File: src/ccg_pkg.sv
package ccg_pkg;
   // register offsets, one byte per register
   localparam logic [7:0] A_CTRL0 = 8'h00;
   localparam logic [7:0] A_CTRL1 = 8'h01;
   localparam logic [7:0] A_CTRL3 = 8'h02;
   localparam logic [7:0] A_OSD = 8'h03;
   localparam logic [7:0] A_HS0 = 8'h04;
   localparam logic [7:0] A_COARSE = 8'h05;
   localparam logic [7:0] A_FINE = 8'h06;
   localparam logic [7:0] A_HSDIV = 8'h07;
   localparam logic [7:0] A_TRIM_AC = 8'h08;
   localparam logic [7:0] A_TRIM_AF = 8'h09;
   localparam logic [7:0] A_TRIM_BC = 8'h0a;
   localparam logic [7:0] A_TRIM_BF = 8'h0b;
   // system_clock_ctrl0 fields
   localparam int B_PSTOP = 2;
   localparam int B_SRUN = 3;
   localparam int B_SPIN = 4;
   localparam int B_MSTOP = 5;
   localparam int B_DIV8 = 6;
   localparam int B_SUBSEL = 7;
   // system_clock_ctrl1 fields
   localparam int B_SFB = 2;
   localparam int B_MPIN = 3;
   localparam int B_LSDIS = 4;
   localparam int B_DLO = 6;
   localparam int B_DHI = 7;
   // system_clock_ctrl3, osc_stop_detect_reg, hs_osc_ctrl0 fields
   localparam int B_OVR = 5;
   localparam int B_ODEN = 0;
   localparam int B_ODIRQ = 1;
   localparam int B_SRC = 2;
   localparam int B_FAIL = 3;
   localparam int B_HSEN = 0;
   localparam int B_OSEL = 1;
   localparam int B_D128 = 3;
   // reset values and writable masks
   localparam logic [7:0] RST_CTRL0 = 8'h60;
   localparam logic [7:0] RST_CTRL1 = 8'h00;
   localparam logic [7:0] RST_CTRL3 = 8'h20;
   localparam logic [7:0] RST_OSD = 8'h04;
   localparam logic [7:0] RST_HS0 = 8'h00;
   localparam logic [7:0] M_CTRL0 = 8'hfc;
   localparam logic [7:0] M_CTRL1 = 8'hdc;
   localparam logic [7:0] M_CTRL3 = 8'h20;
   localparam logic [7:0] M_OSD = 8'h07;
   localparam logic [7:0] M_HS0 = 8'h0b;
   localparam logic [7:0] M_HSDIV = 8'h07;
   // timing
   localparam int CLK_NS = 40;
   localparam int MAIN_TIMEOUT_NS = 2000;
   localparam int MAIN_TIMEOUT_CYC = (MAIN_TIMEOUT_NS + CLK_NS - 1) / CLK_NS;
   localparam int SUB_STABLE_TICKS = 16;
   localparam logic [7:0] DIV128 = 8'h80;
   localparam logic [3:0] HS_DIV_BASE = 4'h2;
   localparam logic [4:0] PER_F2 = 5'h01;
   localparam logic [4:0] PER_F4 = 5'h03;
   localparam logic [4:0] PER_F8 = 5'h07;
   localparam logic [4:0] PER_F32 = 5'h1f;

   // cpu divide ratio from override, divide-by-eight and field
   function automatic logic [4:0] cpu_ratio(input logic ovr, input logic div8, input logic [1:0] fld);
      logic [4:0] r;
      r = 5'h01;
      if (ovr) begin
         r = 5'h01;
      end else if (div8) begin
         r = 5'h08;
      end else begin
         case (fld)
            2'b00: r = 5'h01;
            2'b01: r = 5'h02;
            2'b10: r = 5'h04;
            default: r = 5'h10;
         endcase
      end
      return r;
   endfunction : cpu_ratio
endpackage : ccg_pkg

File: src/ccg_tick_div.sv
`timescale 1ns/1ns
// divides a stream of one-cycle ticks by a run-time ratio
module ccg_tick_div #(
   parameter int W = 8
) (
   input wire logic mclk,
   input wire logic rst,
   input wire logic tick_in,
   input wire logic [W-1:0] ratio,
   output logic tick_out_ff
);
   typedef struct packed {
      logic [W-1:0] cnt;
      logic out;
   } ccg_div_st_t;
   ccg_div_st_t s_ff, nxt_s;

   assign tick_out_ff = s_ff.out;

   // ratio 0 or 1 passes every tick
   always_comb begin
      nxt_s = s_ff;
      nxt_s.out = 1'b0;
      if (tick_in) begin
         if (ratio <= W'(1) || s_ff.cnt >= ratio - W'(1)) begin
            nxt_s.cnt = '0;
            nxt_s.out = 1'b1;
         end else begin
            nxt_s.cnt = s_ff.cnt + W'(1);
         end
      end
   end

   always_ff @(posedge mclk) begin
      if (rst) begin
         s_ff <= '0;
      end else begin
         s_ff <= nxt_s;
      end
   end
endmodule : ccg_tick_div

File: src/ccg_osc_watch.sv
`timescale 1ns/1ns
// counts an oscillator up to stable and flags a lost oscillation
module ccg_osc_watch #(
   parameter int STABLE_TICKS = 16,
   parameter int TIMEOUT = 50
) (
   input wire logic mclk,
   input wire logic rst,
   input wire logic run,
   input wire logic tick,
   output logic stable_ff,
   output logic fail_ff
);
   typedef struct packed {
      logic [15:0] ticks;
      logic [15:0] idle;
      logic stable;
      logic fail;
   } ccg_watch_st_t;
   ccg_watch_st_t s_ff, nxt_s;

   assign stable_ff = s_ff.stable;
   assign fail_ff = s_ff.fail;

   // fail is only judged once stable, so a slow start is no failure
   always_comb begin
      nxt_s = s_ff;
      if (!run) begin
         nxt_s = '0;
      end else if (tick) begin
         nxt_s.idle = '0;
         if (!s_ff.stable) begin
            nxt_s.ticks = s_ff.ticks + 16'h0001;
            nxt_s.stable = (s_ff.ticks >= 16'(STABLE_TICKS - 1));
         end
      end else if (s_ff.stable && !s_ff.fail) begin
         nxt_s.idle = s_ff.idle + 16'h0001;
         nxt_s.fail = (s_ff.idle >= 16'(TIMEOUT - 1));
      end
   end

   always_ff @(posedge mclk) begin
      if (rst) begin
         s_ff <= '0;
      end else begin
         s_ff <= nxt_s;
      end
   end
endmodule : ccg_osc_watch

File: src/ccg_clock_ctrl.sv
`timescale 1ns/1ns
module ccg_clock_ctrl import ccg_pkg::*; #(
   parameter logic [7:0] TRIM_A_COARSE = 8'h5a, // arbitrary value
   parameter logic [7:0] TRIM_A_FINE = 8'h3c, // arbitrary value
   parameter logic [7:0] TRIM_B_COARSE = 8'h4b, // arbitrary value
   parameter logic [7:0] TRIM_B_FINE = 8'h2d, // arbitrary value
   parameter int MAIN_TIMEOUT = MAIN_TIMEOUT_CYC,
   parameter int SUB_STABLE = SUB_STABLE_TICKS
) (
   input wire logic mclk,
   input wire logic rst,
   input wire logic [7:0] reg_addr,
   input wire logic [7:0] reg_wdata,
   input wire logic reg_wr,
   input wire logic reg_rd,
   output logic [7:0] reg_rdata,
   input wire logic main_osc_clock,
   input wire logic main_ext_clock,
   input wire logic sub_osc_clock,
   input wire logic ls_osc_tick,
   input wire logic hs_osc_tick,
   input wire logic wait_mode,
   input wire logic stop_mode,
   output logic main_osc_en,
   output logic sub_osc_en,
   output logic hs_osc_on,
   output logic ls_osc_on,
   output logic main_fb_on,
   output logic sub_fb_on,
   output logic [7:0] hs_osc_coarse_trim,
   output logic [7:0] hs_osc_fine_trim,
   output logic cpu_clk,
   output logic [4:0] periph_divided_clocks,
   output logic onchip_periph_clock,
   output logic hs_divided_clock,
   output logic hs_undivided_timer_clock,
   output logic ls_voltage_detect_clock,
   output logic div128_capture_clock
);
   typedef struct packed {
      logic [7:0] ctrl0;
      logic [7:0] ctrl1;
      logic [7:0] ctrl3;
      logic [7:0] osd;
      logic [7:0] hs0;
      logic [7:0] coarse;
      logic [7:0] fine;
      logic [2:0] hsdiv;
      logic [7:0] rdata;
      logic stop_d;
      logic [4:0] pcnt;
      logic cpu;
      logic [4:0] fclk;
      logic onchip;
      logic hsdivclk;
      logic hstimer;
      logic lsvd;
      logic d128;
      logic main_en;
      logic sub_en;
      logic hs_on;
      logic ls_on;
      logic main_fb;
      logic sub_fb;
   } ccg_st_t;

   localparam ccg_st_t RST_ST = '{ctrl0: RST_CTRL0, ctrl1: RST_CTRL1, ctrl3: RST_CTRL3,
      osd: RST_OSD, hs0: RST_HS0, default: '0};

   ccg_st_t s_ff, nxt_s;

   logic main_fail;
   logic sub_stable;
   logic cpu_tick;
   logic hs_div_tick;
   logic d128_tick;
   logic fallback;
   logic main_tick;
   logic ls_run;
   logic ls_tick;
   logic hs_run;
   logic hs_tick;
   logic sub_tick;
   logic onchip_tick;
   logic sys_tick;
   logic per_gate;
   logic [4:0] cpu_div;
   logic [3:0] hs_ratio;

   // merge a write into the writable bits only
   function automatic logic [7:0] wmerge(input logic [7:0] old, input logic [7:0] wd, input logic [7:0] m);
      return (old & ~m) | (wd & m);
   endfunction : wmerge

   // clock sources, all as one-cycle ticks on mclk
   always_comb begin
      fallback = main_fail && s_ff.osd[B_ODEN] && s_ff.osd[B_ODIRQ];
      // external clock on the output pin ignores the stop bit
      main_tick = main_osc_clock && (s_ff.main_en || main_ext_clock) && !stop_mode;
      ls_run = (!s_ff.ctrl1[B_LSDIS] || fallback) && !stop_mode;
      ls_tick = ls_osc_tick && ls_run;
      hs_run = s_ff.hs0[B_HSEN] && !stop_mode;
      hs_tick = hs_osc_tick && hs_run;
      sub_tick = sub_osc_clock && s_ff.sub_en && !stop_mode;
      onchip_tick = s_ff.hs0[B_OSEL] ? hs_div_tick : ls_tick;
      if (s_ff.ctrl0[B_SUBSEL] && sub_stable) begin
         sys_tick = sub_tick;
      end else if (s_ff.osd[B_SRC]) begin
         sys_tick = onchip_tick;
      end else begin
         sys_tick = main_tick;
      end
      // of the peripheral clocks only the f-clocks may halt in wait; the on-chip clocks keep running
      per_gate = !(wait_mode && s_ff.ctrl0[B_PSTOP]);
      // override keeps the cpu undivided until software clears it
      cpu_div = cpu_ratio(s_ff.ctrl3[B_OVR], s_ff.ctrl0[B_DIV8],
         {s_ff.ctrl1[B_DHI], s_ff.ctrl1[B_DLO]});
      hs_ratio = {1'b0, s_ff.hsdiv} + HS_DIV_BASE;
   end

   ccg_tick_div #(.W(5)) u_cpu_div (
      .mclk(mclk),
      .rst(rst),
      .tick_in(sys_tick),
      .ratio(cpu_div),
      .tick_out_ff(cpu_tick)
   );

   ccg_tick_div #(.W(4)) u_hs_div (
      .mclk(mclk),
      .rst(rst),
      .tick_in(hs_tick),
      .ratio(hs_ratio),
      .tick_out_ff(hs_div_tick)
   );

   // source chosen before dividing, so a switch costs one partial period
   ccg_tick_div #(.W(8)) u_d128_div (
      .mclk(mclk),
      .rst(rst),
      .tick_in(s_ff.hs0[B_D128] ? hs_div_tick : ls_tick),
      .ratio(DIV128),
      .tick_out_ff(d128_tick)
   );

   ccg_osc_watch #(.STABLE_TICKS(SUB_STABLE), .TIMEOUT(MAIN_TIMEOUT)) u_main_watch (
      .mclk(mclk),
      .rst(rst),
      .run(s_ff.main_en),
      .tick(main_tick),
      .stable_ff(),
      .fail_ff(main_fail)
   );

   ccg_osc_watch #(.STABLE_TICKS(SUB_STABLE), .TIMEOUT(MAIN_TIMEOUT)) u_sub_watch (
      .mclk(mclk),
      .rst(rst),
      .run(s_ff.sub_en),
      .tick(sub_tick),
      .stable_ff(sub_stable),
      .fail_ff()
   );

   // register file, hardware sets applied after writes so they win
   always_comb begin
      nxt_s = s_ff;
      nxt_s.rdata = 8'h00;
      if (reg_wr) begin
         case (reg_addr)
            A_CTRL0: nxt_s.ctrl0 = wmerge(s_ff.ctrl0, reg_wdata, M_CTRL0);
            A_CTRL1: nxt_s.ctrl1 = wmerge(s_ff.ctrl1, reg_wdata, M_CTRL1);
            A_CTRL3: nxt_s.ctrl3 = wmerge(s_ff.ctrl3, reg_wdata, M_CTRL3);
            A_OSD: nxt_s.osd = wmerge(s_ff.osd, reg_wdata, M_OSD);
            A_HS0: nxt_s.hs0 = wmerge(s_ff.hs0, reg_wdata, M_HS0);
            A_COARSE: nxt_s.coarse = reg_wdata;
            A_FINE: nxt_s.fine = reg_wdata;
            A_HSDIV: nxt_s.hsdiv = reg_wdata[2:0];
            default: ;
         endcase
      end
      if (stop_mode && !s_ff.stop_d) begin
         nxt_s.ctrl0[B_DIV8] = 1'b1;
      end
      if (fallback) begin
         nxt_s.osd[B_SRC] = 1'b1;
      end
      // stop entry is an edge, so div8 is forced once and software may clear it later
      nxt_s.stop_d = stop_mode;
      // read data only in the cycle after the strobe
      if (reg_rd) begin
         case (reg_addr)
            A_CTRL0: nxt_s.rdata = s_ff.ctrl0;
            A_CTRL1: nxt_s.rdata = s_ff.ctrl1;
            A_CTRL3: nxt_s.rdata = s_ff.ctrl3;
            A_OSD: nxt_s.rdata = {4'h0, main_fail, s_ff.osd[2:0]};
            A_HS0: nxt_s.rdata = s_ff.hs0;
            A_COARSE: nxt_s.rdata = s_ff.coarse;
            A_FINE: nxt_s.rdata = s_ff.fine;
            A_HSDIV: nxt_s.rdata = {5'h00, s_ff.hsdiv};
            A_TRIM_AC: nxt_s.rdata = TRIM_A_COARSE;
            A_TRIM_AF: nxt_s.rdata = TRIM_A_FINE;
            A_TRIM_BC: nxt_s.rdata = TRIM_B_COARSE;
            A_TRIM_BF: nxt_s.rdata = TRIM_B_FINE;
            default: nxt_s.rdata = 8'h00;
         endcase
      end
      // oscillator enables; stop mode overrides every bit
      nxt_s.main_en = s_ff.ctrl1[B_MPIN] && !s_ff.ctrl0[B_MSTOP] && !stop_mode;
      nxt_s.sub_en = s_ff.ctrl0[B_SPIN] && s_ff.ctrl0[B_SRUN] && !stop_mode;
      nxt_s.hs_on = hs_run;
      nxt_s.ls_on = ls_run;
      nxt_s.main_fb = s_ff.ctrl1[B_MPIN] && !stop_mode;
      nxt_s.sub_fb = s_ff.ctrl0[B_SPIN] && !s_ff.ctrl1[B_SFB] && !stop_mode;
      // peripheral prescaler counts system ticks
      if (sys_tick) begin
         nxt_s.pcnt = s_ff.pcnt + 5'h01;
      end
      nxt_s.fclk[0] = sys_tick && per_gate;
      nxt_s.fclk[1] = sys_tick && per_gate && ((s_ff.pcnt & PER_F2) == PER_F2);
      nxt_s.fclk[2] = sys_tick && per_gate && ((s_ff.pcnt & PER_F4) == PER_F4);
      nxt_s.fclk[3] = sys_tick && per_gate && ((s_ff.pcnt & PER_F8) == PER_F8);
      nxt_s.fclk[4] = sys_tick && per_gate && ((s_ff.pcnt & PER_F32) == PER_F32);
      // cpu clock stops in wait; the f-clocks also stop there with B_PSTOP set, the others keep running
      nxt_s.cpu = cpu_tick && !wait_mode && !stop_mode;
      nxt_s.onchip = onchip_tick;
      nxt_s.hsdivclk = hs_div_tick;
      nxt_s.hstimer = hs_tick;
      nxt_s.lsvd = ls_tick;
      nxt_s.d128 = d128_tick && !stop_mode;
   end

   always_ff @(posedge mclk) begin
      if (rst) begin
         s_ff <= RST_ST;
      end else begin
         s_ff <= nxt_s;
      end
   end

   assign reg_rdata = s_ff.rdata;
   assign main_osc_en = s_ff.main_en;
   assign sub_osc_en = s_ff.sub_en;
   assign hs_osc_on = s_ff.hs_on;
   assign ls_osc_on = s_ff.ls_on;
   assign main_fb_on = s_ff.main_fb;
   assign sub_fb_on = s_ff.sub_fb;
   assign hs_osc_coarse_trim = s_ff.coarse;
   assign hs_osc_fine_trim = s_ff.fine;
   assign cpu_clk = s_ff.cpu;
   assign periph_divided_clocks = s_ff.fclk;
   assign onchip_periph_clock = s_ff.onchip;
   assign hs_divided_clock = s_ff.hsdivclk;
   assign hs_undivided_timer_clock = s_ff.hstimer;
   assign ls_voltage_detect_clock = s_ff.lsvd;
   assign div128_capture_clock = s_ff.d128;
endmodule : ccg_clock_ctrl

File: config.mk
export PLATFORM = sky130hd
export DESIGN_NAME = ccg_clock_ctrl
export DESIGN_NICKNAME = d
export VERILOG_FILES = /design/src/ccg_pkg.sv /design/src/ccg_tick_div.sv /design/src/ccg_osc_watch.sv /design/src/ccg_clock_ctrl.sv
export SDC_FILE = /design/constraint.sdc
export NUM_CORES = 1
export LEC_CHECK = 0
export BUFFER_PORTS_ARGS = -buffer_cell sky130_fd_sc_hd__buf_2
export CAP_MARGIN = 10
export CORE_MARGIN = 1
export CORE_UTILIZATION = 28
export DETAILED_ROUTE_END_ITERATION = 10
export GPL_TIMING_DRIVEN = 0
export HOLD_SLACK_MARGIN = 0.06
export PLACE_DENSITY = 0.42
export SLEW_MARGIN = 20
export SYNTH_ARGS = -nofsm -noshare
export SYNTH_HDL_FRONTEND = slang
export SYNTH_SLANG_ARGS = --single-unit
export TNS_END_PERCENT = 5
File: constraint.sdc
create_clock -name mclk -period 3.1 [get_ports mclk]
set_input_delay 0.155 -clock mclk [delete_from_list [all_inputs] [get_ports mclk]]
set_output_delay 0.155 -clock mclk [all_outputs]
set_load 0.01 [all_outputs]
Word-level counts from Yosys, hierarchy flattened
Index checks and enable logic that the tools add are counted.
{"block": "word_totals", "out_inout_bits": 41, "regBits": 161, "word_cells": 165, "in_bits": 27}
{"block": "op_classes", "add_sub_neg": 10, "reduce_logical": 63, "n_lt_le_gt_ge": 8, "bitwise_logic": 14, "eq_ne": 16, "muxes": 16}
{"cell": "8-bit case mux with 12 select lines", "count": 1}
{"cell": "16-bit by 1-bit adder with 16-bit output, second input constant", "count": 3}
{"cell": "8-bit by 3-bit == test with 1-bit output, second input constant", "count": 4}
{"cell": "8-bit by 4-bit == test with 1-bit output, second input constant", "count": 4}
{"cell": "16-bit by 4-bit greater-or-equal comparator with 1-bit output, second input constant", "count": 2}
{"cell": "1-bit logical AND", "count": 29}
{"cell": "2-bit AND reduction", "count": 11}
{"cell": "8-bit by 2-bit == test with 1-bit output, second input constant", "count": 2}
{"cell": "16-bit by 6-bit greater-or-equal comparator with 1-bit output, second input constant", "count": 1}
{"cell": "2-bit OR reduction", "count": 8}
{"cell": "5-bit 2-to-1 mux", "count": 3}
{"cell": "5-bit case mux with 3 select lines", "count": 1}
{"cell": "5-bit by 1-bit adder with 5-bit output, second input constant", "count": 2}
{"cell": "1-bit 2-to-1 mux", "count": 9}
{"cell": "1-bit inverter", "count": 9}
{"cell": "8-bit by 1-bit adder with 8-bit output, second input constant", "count": 1}
{"cell": "8-bit by 1-bit == test with 1-bit output, second input constant", "count": 1}
{"cell": "8-bit by 7-bit greater-or-equal comparator with 1-bit output, second input constant", "count": 1}
{"cell": "1-bit zero test", "count": 8}
{"cell": "8-bit zero test", "count": 1}
{"cell": "8-bit 2-to-1 mux", "count": 1}
{"cell": "2-bit by 8-bit bitwise OR with 8-bit output", "count": 1}
{"cell": "6-bit by 8-bit bitwise OR with 8-bit output", "count": 1}
{"cell": "8-bit by 3-bit bitwise OR with 8-bit output", "count": 1}
{"cell": "other kinds (18)", "count": 22}

Logic depth before layout (Yosys ltp)
{"block": "depth", "ltp_word": 10, "ltp_mapped": 13, "ltp_nobuf": 12}

By module
From an unflattened synthesis, not the netlist that was laid out.
{"block": "hier_totals", "hier_cells": 918, "area_unflattened_um2": 8005.2}
{"module": "ccg_osc_watch", "seq_area_each_um2": 680.7, "area_each_um2": 1624.1, "instances": 2, "cells_per_inst": 191}
{"module": "ccg_clock_ctrl", "seq_area_each_um2": 1361.3, "area_each_um2": 3176.8, "instances": 1, "cells_per_inst": 366}
{"module": "ccg_tick_div (u_d128_div)", "seq_area_each_um2": 180.2, "area_each_um2": 772.0, "instances": 1, "cells_per_inst": 83}
{"module": "ccg_tick_div (u_cpu_div)", "seq_area_each_um2": 120.1, "area_each_um2": 462.9, "instances": 1, "cells_per_inst": 50}
{"module": "ccg_tick_div (u_hs_div)", "seq_area_each_um2": 100.1, "area_each_um2": 345.3, "instances": 1, "cells_per_inst": 37}

Least setup slack after synthesis
No wires, ideal clock.
{"block": "synth_timing", "path_kind": "flip-flop to flip-flop", "startpoint": "register s_ff[81] (netlist bit)", "endpoint": "register u_cpu_div.s_ff[3] (netlist bit)", "setup_ps": 74, "path_buffers": 1, "arrival_time_ps": 2568, "stages_incl_launch_ff": 14, "path_slack_ps": 458, "period_less_slack_ps": 2642, "path_cell_list": "dfxtp_1 > clkbuf_1 > nor3_1 > or2_2 > inv_1 > ha_1 > nand3b_1 > a21oi_1 > a21oi_1 > ha_1 > a221o_1 > a31oi_2 > nand4b_1 > a31oi_1"}
{"block": "synth_between", "elab_chain_len": 8, "elab_cells_between_ends": 11}
{"item": "from (decl)", "line_no": "ccg_clock_ctrl.sv:70", "text": "ccg_st_t s_ff, nxt_s;"}
{"item": "from (signal assigned)", "line_no": "ccg_clock_ctrl.sv:236", "text": "s_ff <= nxt_s;"}
{"item": "2-bit == test (tied with other cells)", "line_no": "ccg_pkg.sv:70", "text": "case (fld)"}
{"item": "5-bit case mux with 3 select lines *", "line_no": "ccg_pkg.sv:70"}
{"item": "5-bit 2-to-1 mux *", "line_no": "ccg_pkg.sv:67", "text": "end else if (div8) begin"}
{"item": "5-bit 2-to-1 mux *", "line_no": "ccg_pkg.sv:65", "text": "if (ovr) begin"}
{"item": "5-bit by 1-bit subtractor with 5-bit output", "line_no": "ccg_tick_div.sv:25", "text": "if (ratio <= W'(1) || s_ff.cnt >= ratio - W'(1)) begin"}
{"item": "5-bit greater-or-equal comparator", "line_no": "ccg_tick_div.sv:25"}
{"item": "1-bit logical OR *", "line_no": "ccg_tick_div.sv:25"}
{"item": "5-bit 2-to-1 mux *", "line_no": "ccg_tick_div.sv:25"}
{"item": "to (signal assigned)", "line_no": "ccg_tick_div.sv:38", "text": "s_ff <= nxt_s;"}
{"item": "to (decl)", "line_no": "ccg_tick_div.sv:16", "text": "ccg_div_st_t s_ff, nxt_s;"}
Every way passes the cells marked *; elsewhere a longest branch is shown, timed or not.
A chain may end at the register's enable or synchronous reset.

Worst setup path in the final report
{"block": "layout_timing", "startpoint": "register s_ff[80] (netlist bit)", "endpoint": "register u_cpu_div.s_ff[3] (netlist bit)"}
The elaborated chain is that of the path after synthesis.

==> flow_summary.json <==
{
  "total_leakage_power_nw": 3.32,
  "most-common-layout-cells": "sky130_fd_sc_hd__dfxtp_1, sky130_fd_sc_hd__nor2_1, sky130_fd_sc_hd__buf_2, sky130_fd_sc_hd__nand2_1, sky130_fd_sc_hd__mux2i_1",
  "postLayoutSetupSlackWorst_ns": 0.266,
  "worst_pin_slew_ns": 0.678,
  "final-max-slew-violation-count": 0,
  "grt_antenna_before_repair": 0,
  "area_of_all_placed_cells_without_fillers_um2": 8130,
  "hold_slack_ns": 0.0796,
  "post_synth_inst_count": 727,
  "critical_path.startpoint_type": "register",
  "cell_types_occupying_the_most_area_after_synthesis": "sky130_fd_sc_hd__dfxtp_1, sky130_fd_sc_hd__mux2i_1, sky130_fd_sc_hd__nor2_1, sky130_fd_sc_hd__ha_1, sky130_fd_sc_hd__xnor2_1",
  "placement.io_buffers": 65,
  "synth.largest_area_cell": "sky130_fd_sc_hd__dfxtp_1",
  "numCtsBuffers": 17,
  "max_stage_delay_ns": 0.41,
  "maxCapViolCount": 0,
  "crit_fanout": 9,
  "floorplan.die_area_um2": 24300,
  "violation_count_after_the_first_detailed_route_iteration": 287,
  "switching_power_summed_over_all_nets_mw": 0.903,
  "design.portCount": 68,
  "row_count": 55,
  "synth.top_cell.area_share_pct": 41.9,
  "crit_slowest_cell": "sky130_fd_sc_hd__dfxtp_1",
  "place_ws_ns": 0.00519,
  "detail_route.first_pass.iterations": 4,
  "setup.worst_path.class": "reg -> reg",
  "synth.lib_cells_used.distinct": 66,
  "synth-edff-count": 0,
  "grt_setup_unrepaired": "no",
  "cell_area_after_synthesis_um2": 6640,
  "die_height_um": 156,
  "postSynth.asyncResetShare_pct": 0,
  "worstPathCellList": "nor2b_1 -> nand2_1 -> ha_1 -> nand3b_1 -> a21oi_1 -> a21oi_1 -> ha_1 -> a221o_1 -> a31oi_4 -> nand4b_1 -> a31oi_1",
  "grt_start_max_net_pins": 17,
  "cts_tree": "yes",
  "layout.nets": 872,
  "worstPathArrival_ns": 3.18,
  "dpl.hpwl_um": 12200,
  "dr_total_vias": 5312,
  "globalRoute.totalOverflow": 0,
  "clkLatencyLatePin_ns": 0.42,
  "synth-seq-area-share_pct": 41.9,
  "crit_path_end_kind": "register",
  "track_usage_pct": 14.1,
  "setup_tns_final_ns": 0,
  "drt-vias-per-instance": 4.64,
  "gpl.final_weighted_congestion": 0.781,
  "syn_to_final_growth_pct": 22.3,
  "synthesized_netlist_net_count": 781,
  "hp-class": "in -> reg",
  "mostFrequentLayoutCell": "sky130_fd_sc_hd__dfxtp_1",
  "drc": 0,
  "setup_violations": 0,
  "max_clock_freq_ghz": 0.353,
  "tritoncts_num_sinks": 139,
  "status": "completed",
  "cts.root.buffer_cell": "sky130_fd_sc_hd__clkbuf_16",
  "start_util_pct": 29.0,
  "clock_pin_transition_on_the_worst_setup_and_hold_timing_paths_ns": 0.07,
  "vdd.ir_drop.worst_v": 0.000311,
  "routed_wirelength_um": 16300,
  "antenna_left": 0,
  "routed_len_inst_um": 14.2,
  "min_period_over_period_pct": 91.4,
  "h-tree-depth": 4,
  "finalClockSkew_ns": 0.0114,
  "power.share.switching_pct": 21.2,
  "drive_above_1_share_pct": 19.1,
  "grt_first_pass_wirelength_um": 26900,
  "timing_hold_violations_final": 0,
  "detailed_place.area_um2": 7360,
  "grt_pass1_vias": 5312,
  "coreArea_um2": 22900,
  "crit_required_ns": 3.45,
  "combinationalPowerShare_pct": 3.2,
  "p_per_area_nw_per_um2": 525,
  "fillerInstances": 2358,
  "die_x_um": 156,
  "postSynthRegisterBits": 139,
  "totalPowerFinal_mw": 4.27,
  "period_minus_slack_ns": 2.83,
  "syn_area_per_cell_um2": 9.14,
  "slew_headroom_pct": 54.4,
  "cell_internal_pwr_mw": 3.37,
  "cts-root-to-sink-buffers": 2,
  "yosysWarningCount": 0,
  "power.share.clock_pct": 54.6,
  "synthFlopType": "sky130_fd_sc_hd__dfxtp_1",
  "sequentialPowerShare_pct": 42.2,
  "postCtsSetupBuffers": 0
}
[cells by family (layout without fill, tap and decap cells)]
family,after synthesis,in the layout,share of synthesized area [%]
other,0,1,0
adder cells (fa/ha/maj),27,27,5.09
XOR/XNOR,51,51,6.73
buffers and inverters,85,189,6.97
flip-flops,139,139,41.9
AO/OA/AOI/OAI,87,87,9.12
AND/OR/NAND/NOR,294,294,23.3
multiplexers,44,44,6.86
[power groups by stage]
| stage | sequential, mW | clock (mW) | combinational (mW) |
|---|---|---|---|
| final | 1.80 | 2.33 | 0.137 |
| after detailed placement | 1.84 | 0 | 0.130 |
| after global placement | 1.84 | 0 | 0.129 |
| after CTS | 1.80 | 2.39 | 0.139 |
| after global routing | 1.80 | 2.47 | 0.150 |
| after floorplan | 1.84 | 0 | 0.0719 |
[layer usage]
metal	part of all wire [%]	track usage (%)	up-vias	wire [um]
li1	-	-	2680	-
met1	49	18.5	2540	7990
met2	46	22.9	79	7570
met3	3.3	3.14	13	540
met4	1.1	4.62	0	182
met5	0	0	-	0
[per-stage QoR]
step                util [%]  cells
floorplan                  -    727
global placement        32.1   1105
detailed placement      32.1   1105
CTS                     35.5   1146
global route            35.4   1144
finish                  35.5   1145
[layout make-up]
cell class	instances	area, um^2	share of cell area [%]
multi-input cells	503	3400	41.9
clock inverters	13	238	2.93
inverters	22	82.6	1.02
plain buffers	61	373	4.59
well taps	313	392	4.82
clock buffers	19	433	5.33
flip-flops and latches	139	2790	34.3
diodes	1	2.50	0.0308
repair buffers	74	415	5.11
[path summary, 6_finish.rpt]
check | slack, ns | depth (start not counted) | to | start
worst max register to register | 0.27 | 11 | u_cpu_div.s_ff[3] | s_ff[80]
worst min-delay path | 0.08 | 3 | hs_osc_coarse_trim[2] | reg_wdata[2]
worst min register to register | 0.46 | 1 | div128_capture_clock | u_d128_div.tick_out_ff
worst max-delay path | 0.27 | 11 | u_cpu_div.s_ff[3] | s_ff[80]
[worst max-delay path: cells and delay by family, from the launching register on]
family          cells  cell delay, ns
compound gates      5            1.03
simple gates        4            0.69
fa+ha+maj           2            0.60
flops               1            0.41
[cells in the mapped netlist, types with 3 or more instances]
cell	count
sky130_fd_sc_hd__a211oi_1	5
sky130_fd_sc_hd__a21o_1	4
sky130_fd_sc_hd__a21oi_1	27
sky130_fd_sc_hd__a22o_1	5
sky130_fd_sc_hd__a31oi_1	10
sky130_fd_sc_hd__and2_1	13
sky130_fd_sc_hd__and3_1	8
sky130_fd_sc_hd__and4_1	6
sky130_fd_sc_hd__buf_1	4
sky130_fd_sc_hd__buf_2	4
sky130_fd_sc_hd__buf_4	30
sky130_fd_sc_hd__buf_6	3
sky130_fd_sc_hd__clkbuf_1	19
sky130_fd_sc_hd__clkbuf_2	3
sky130_fd_sc_hd__dfxtp_1	139
sky130_fd_sc_hd__ha_1	27
sky130_fd_sc_hd__inv_1	22
sky130_fd_sc_hd__mux2i_1	41
sky130_fd_sc_hd__nand2_1	42
sky130_fd_sc_hd__nand2b_1	7
sky130_fd_sc_hd__nand3_1	28
sky130_fd_sc_hd__nand3_2	4
sky130_fd_sc_hd__nand3b_1	11
sky130_fd_sc_hd__nand4_1	13
sky130_fd_sc_hd__nor2_1	104
sky130_fd_sc_hd__nor2b_1	10
sky130_fd_sc_hd__nor3_1	10
sky130_fd_sc_hd__nor4_1	11
sky130_fd_sc_hd__nor4b_1	3
sky130_fd_sc_hd__o21ai_0	11
sky130_fd_sc_hd__or3_1	8
sky130_fd_sc_hd__xnor2_1	26
sky130_fd_sc_hd__xor2_1	25
[what timing repair did]
action	CTS	global route
endpoints found under the setup margin	1	5
resized for setup	1	2
hold buffers	9	0
hold endpoints to repair	24	0
[state kept, by name (all words and copies together) (netlist names), 4 cells and up]
| signal | cells |
|---|---|
| u_hs_div.s_ff | 4 |
| u_d128_div.s_ff | 8 |
| hs_osc_coarse_trim | 8 |
| periph_divided_clocks | 5 |
| u_main_watch.s_ff | 32 |
| u_sub_watch.s_ff | 16 |
| reg_rdata | 8 |
| hs_osc_fine_trim | 8 |
| s_ff | 27 |
| u_cpu_div.s_ff | 5 |
Power figures use the tool's default switching activity.
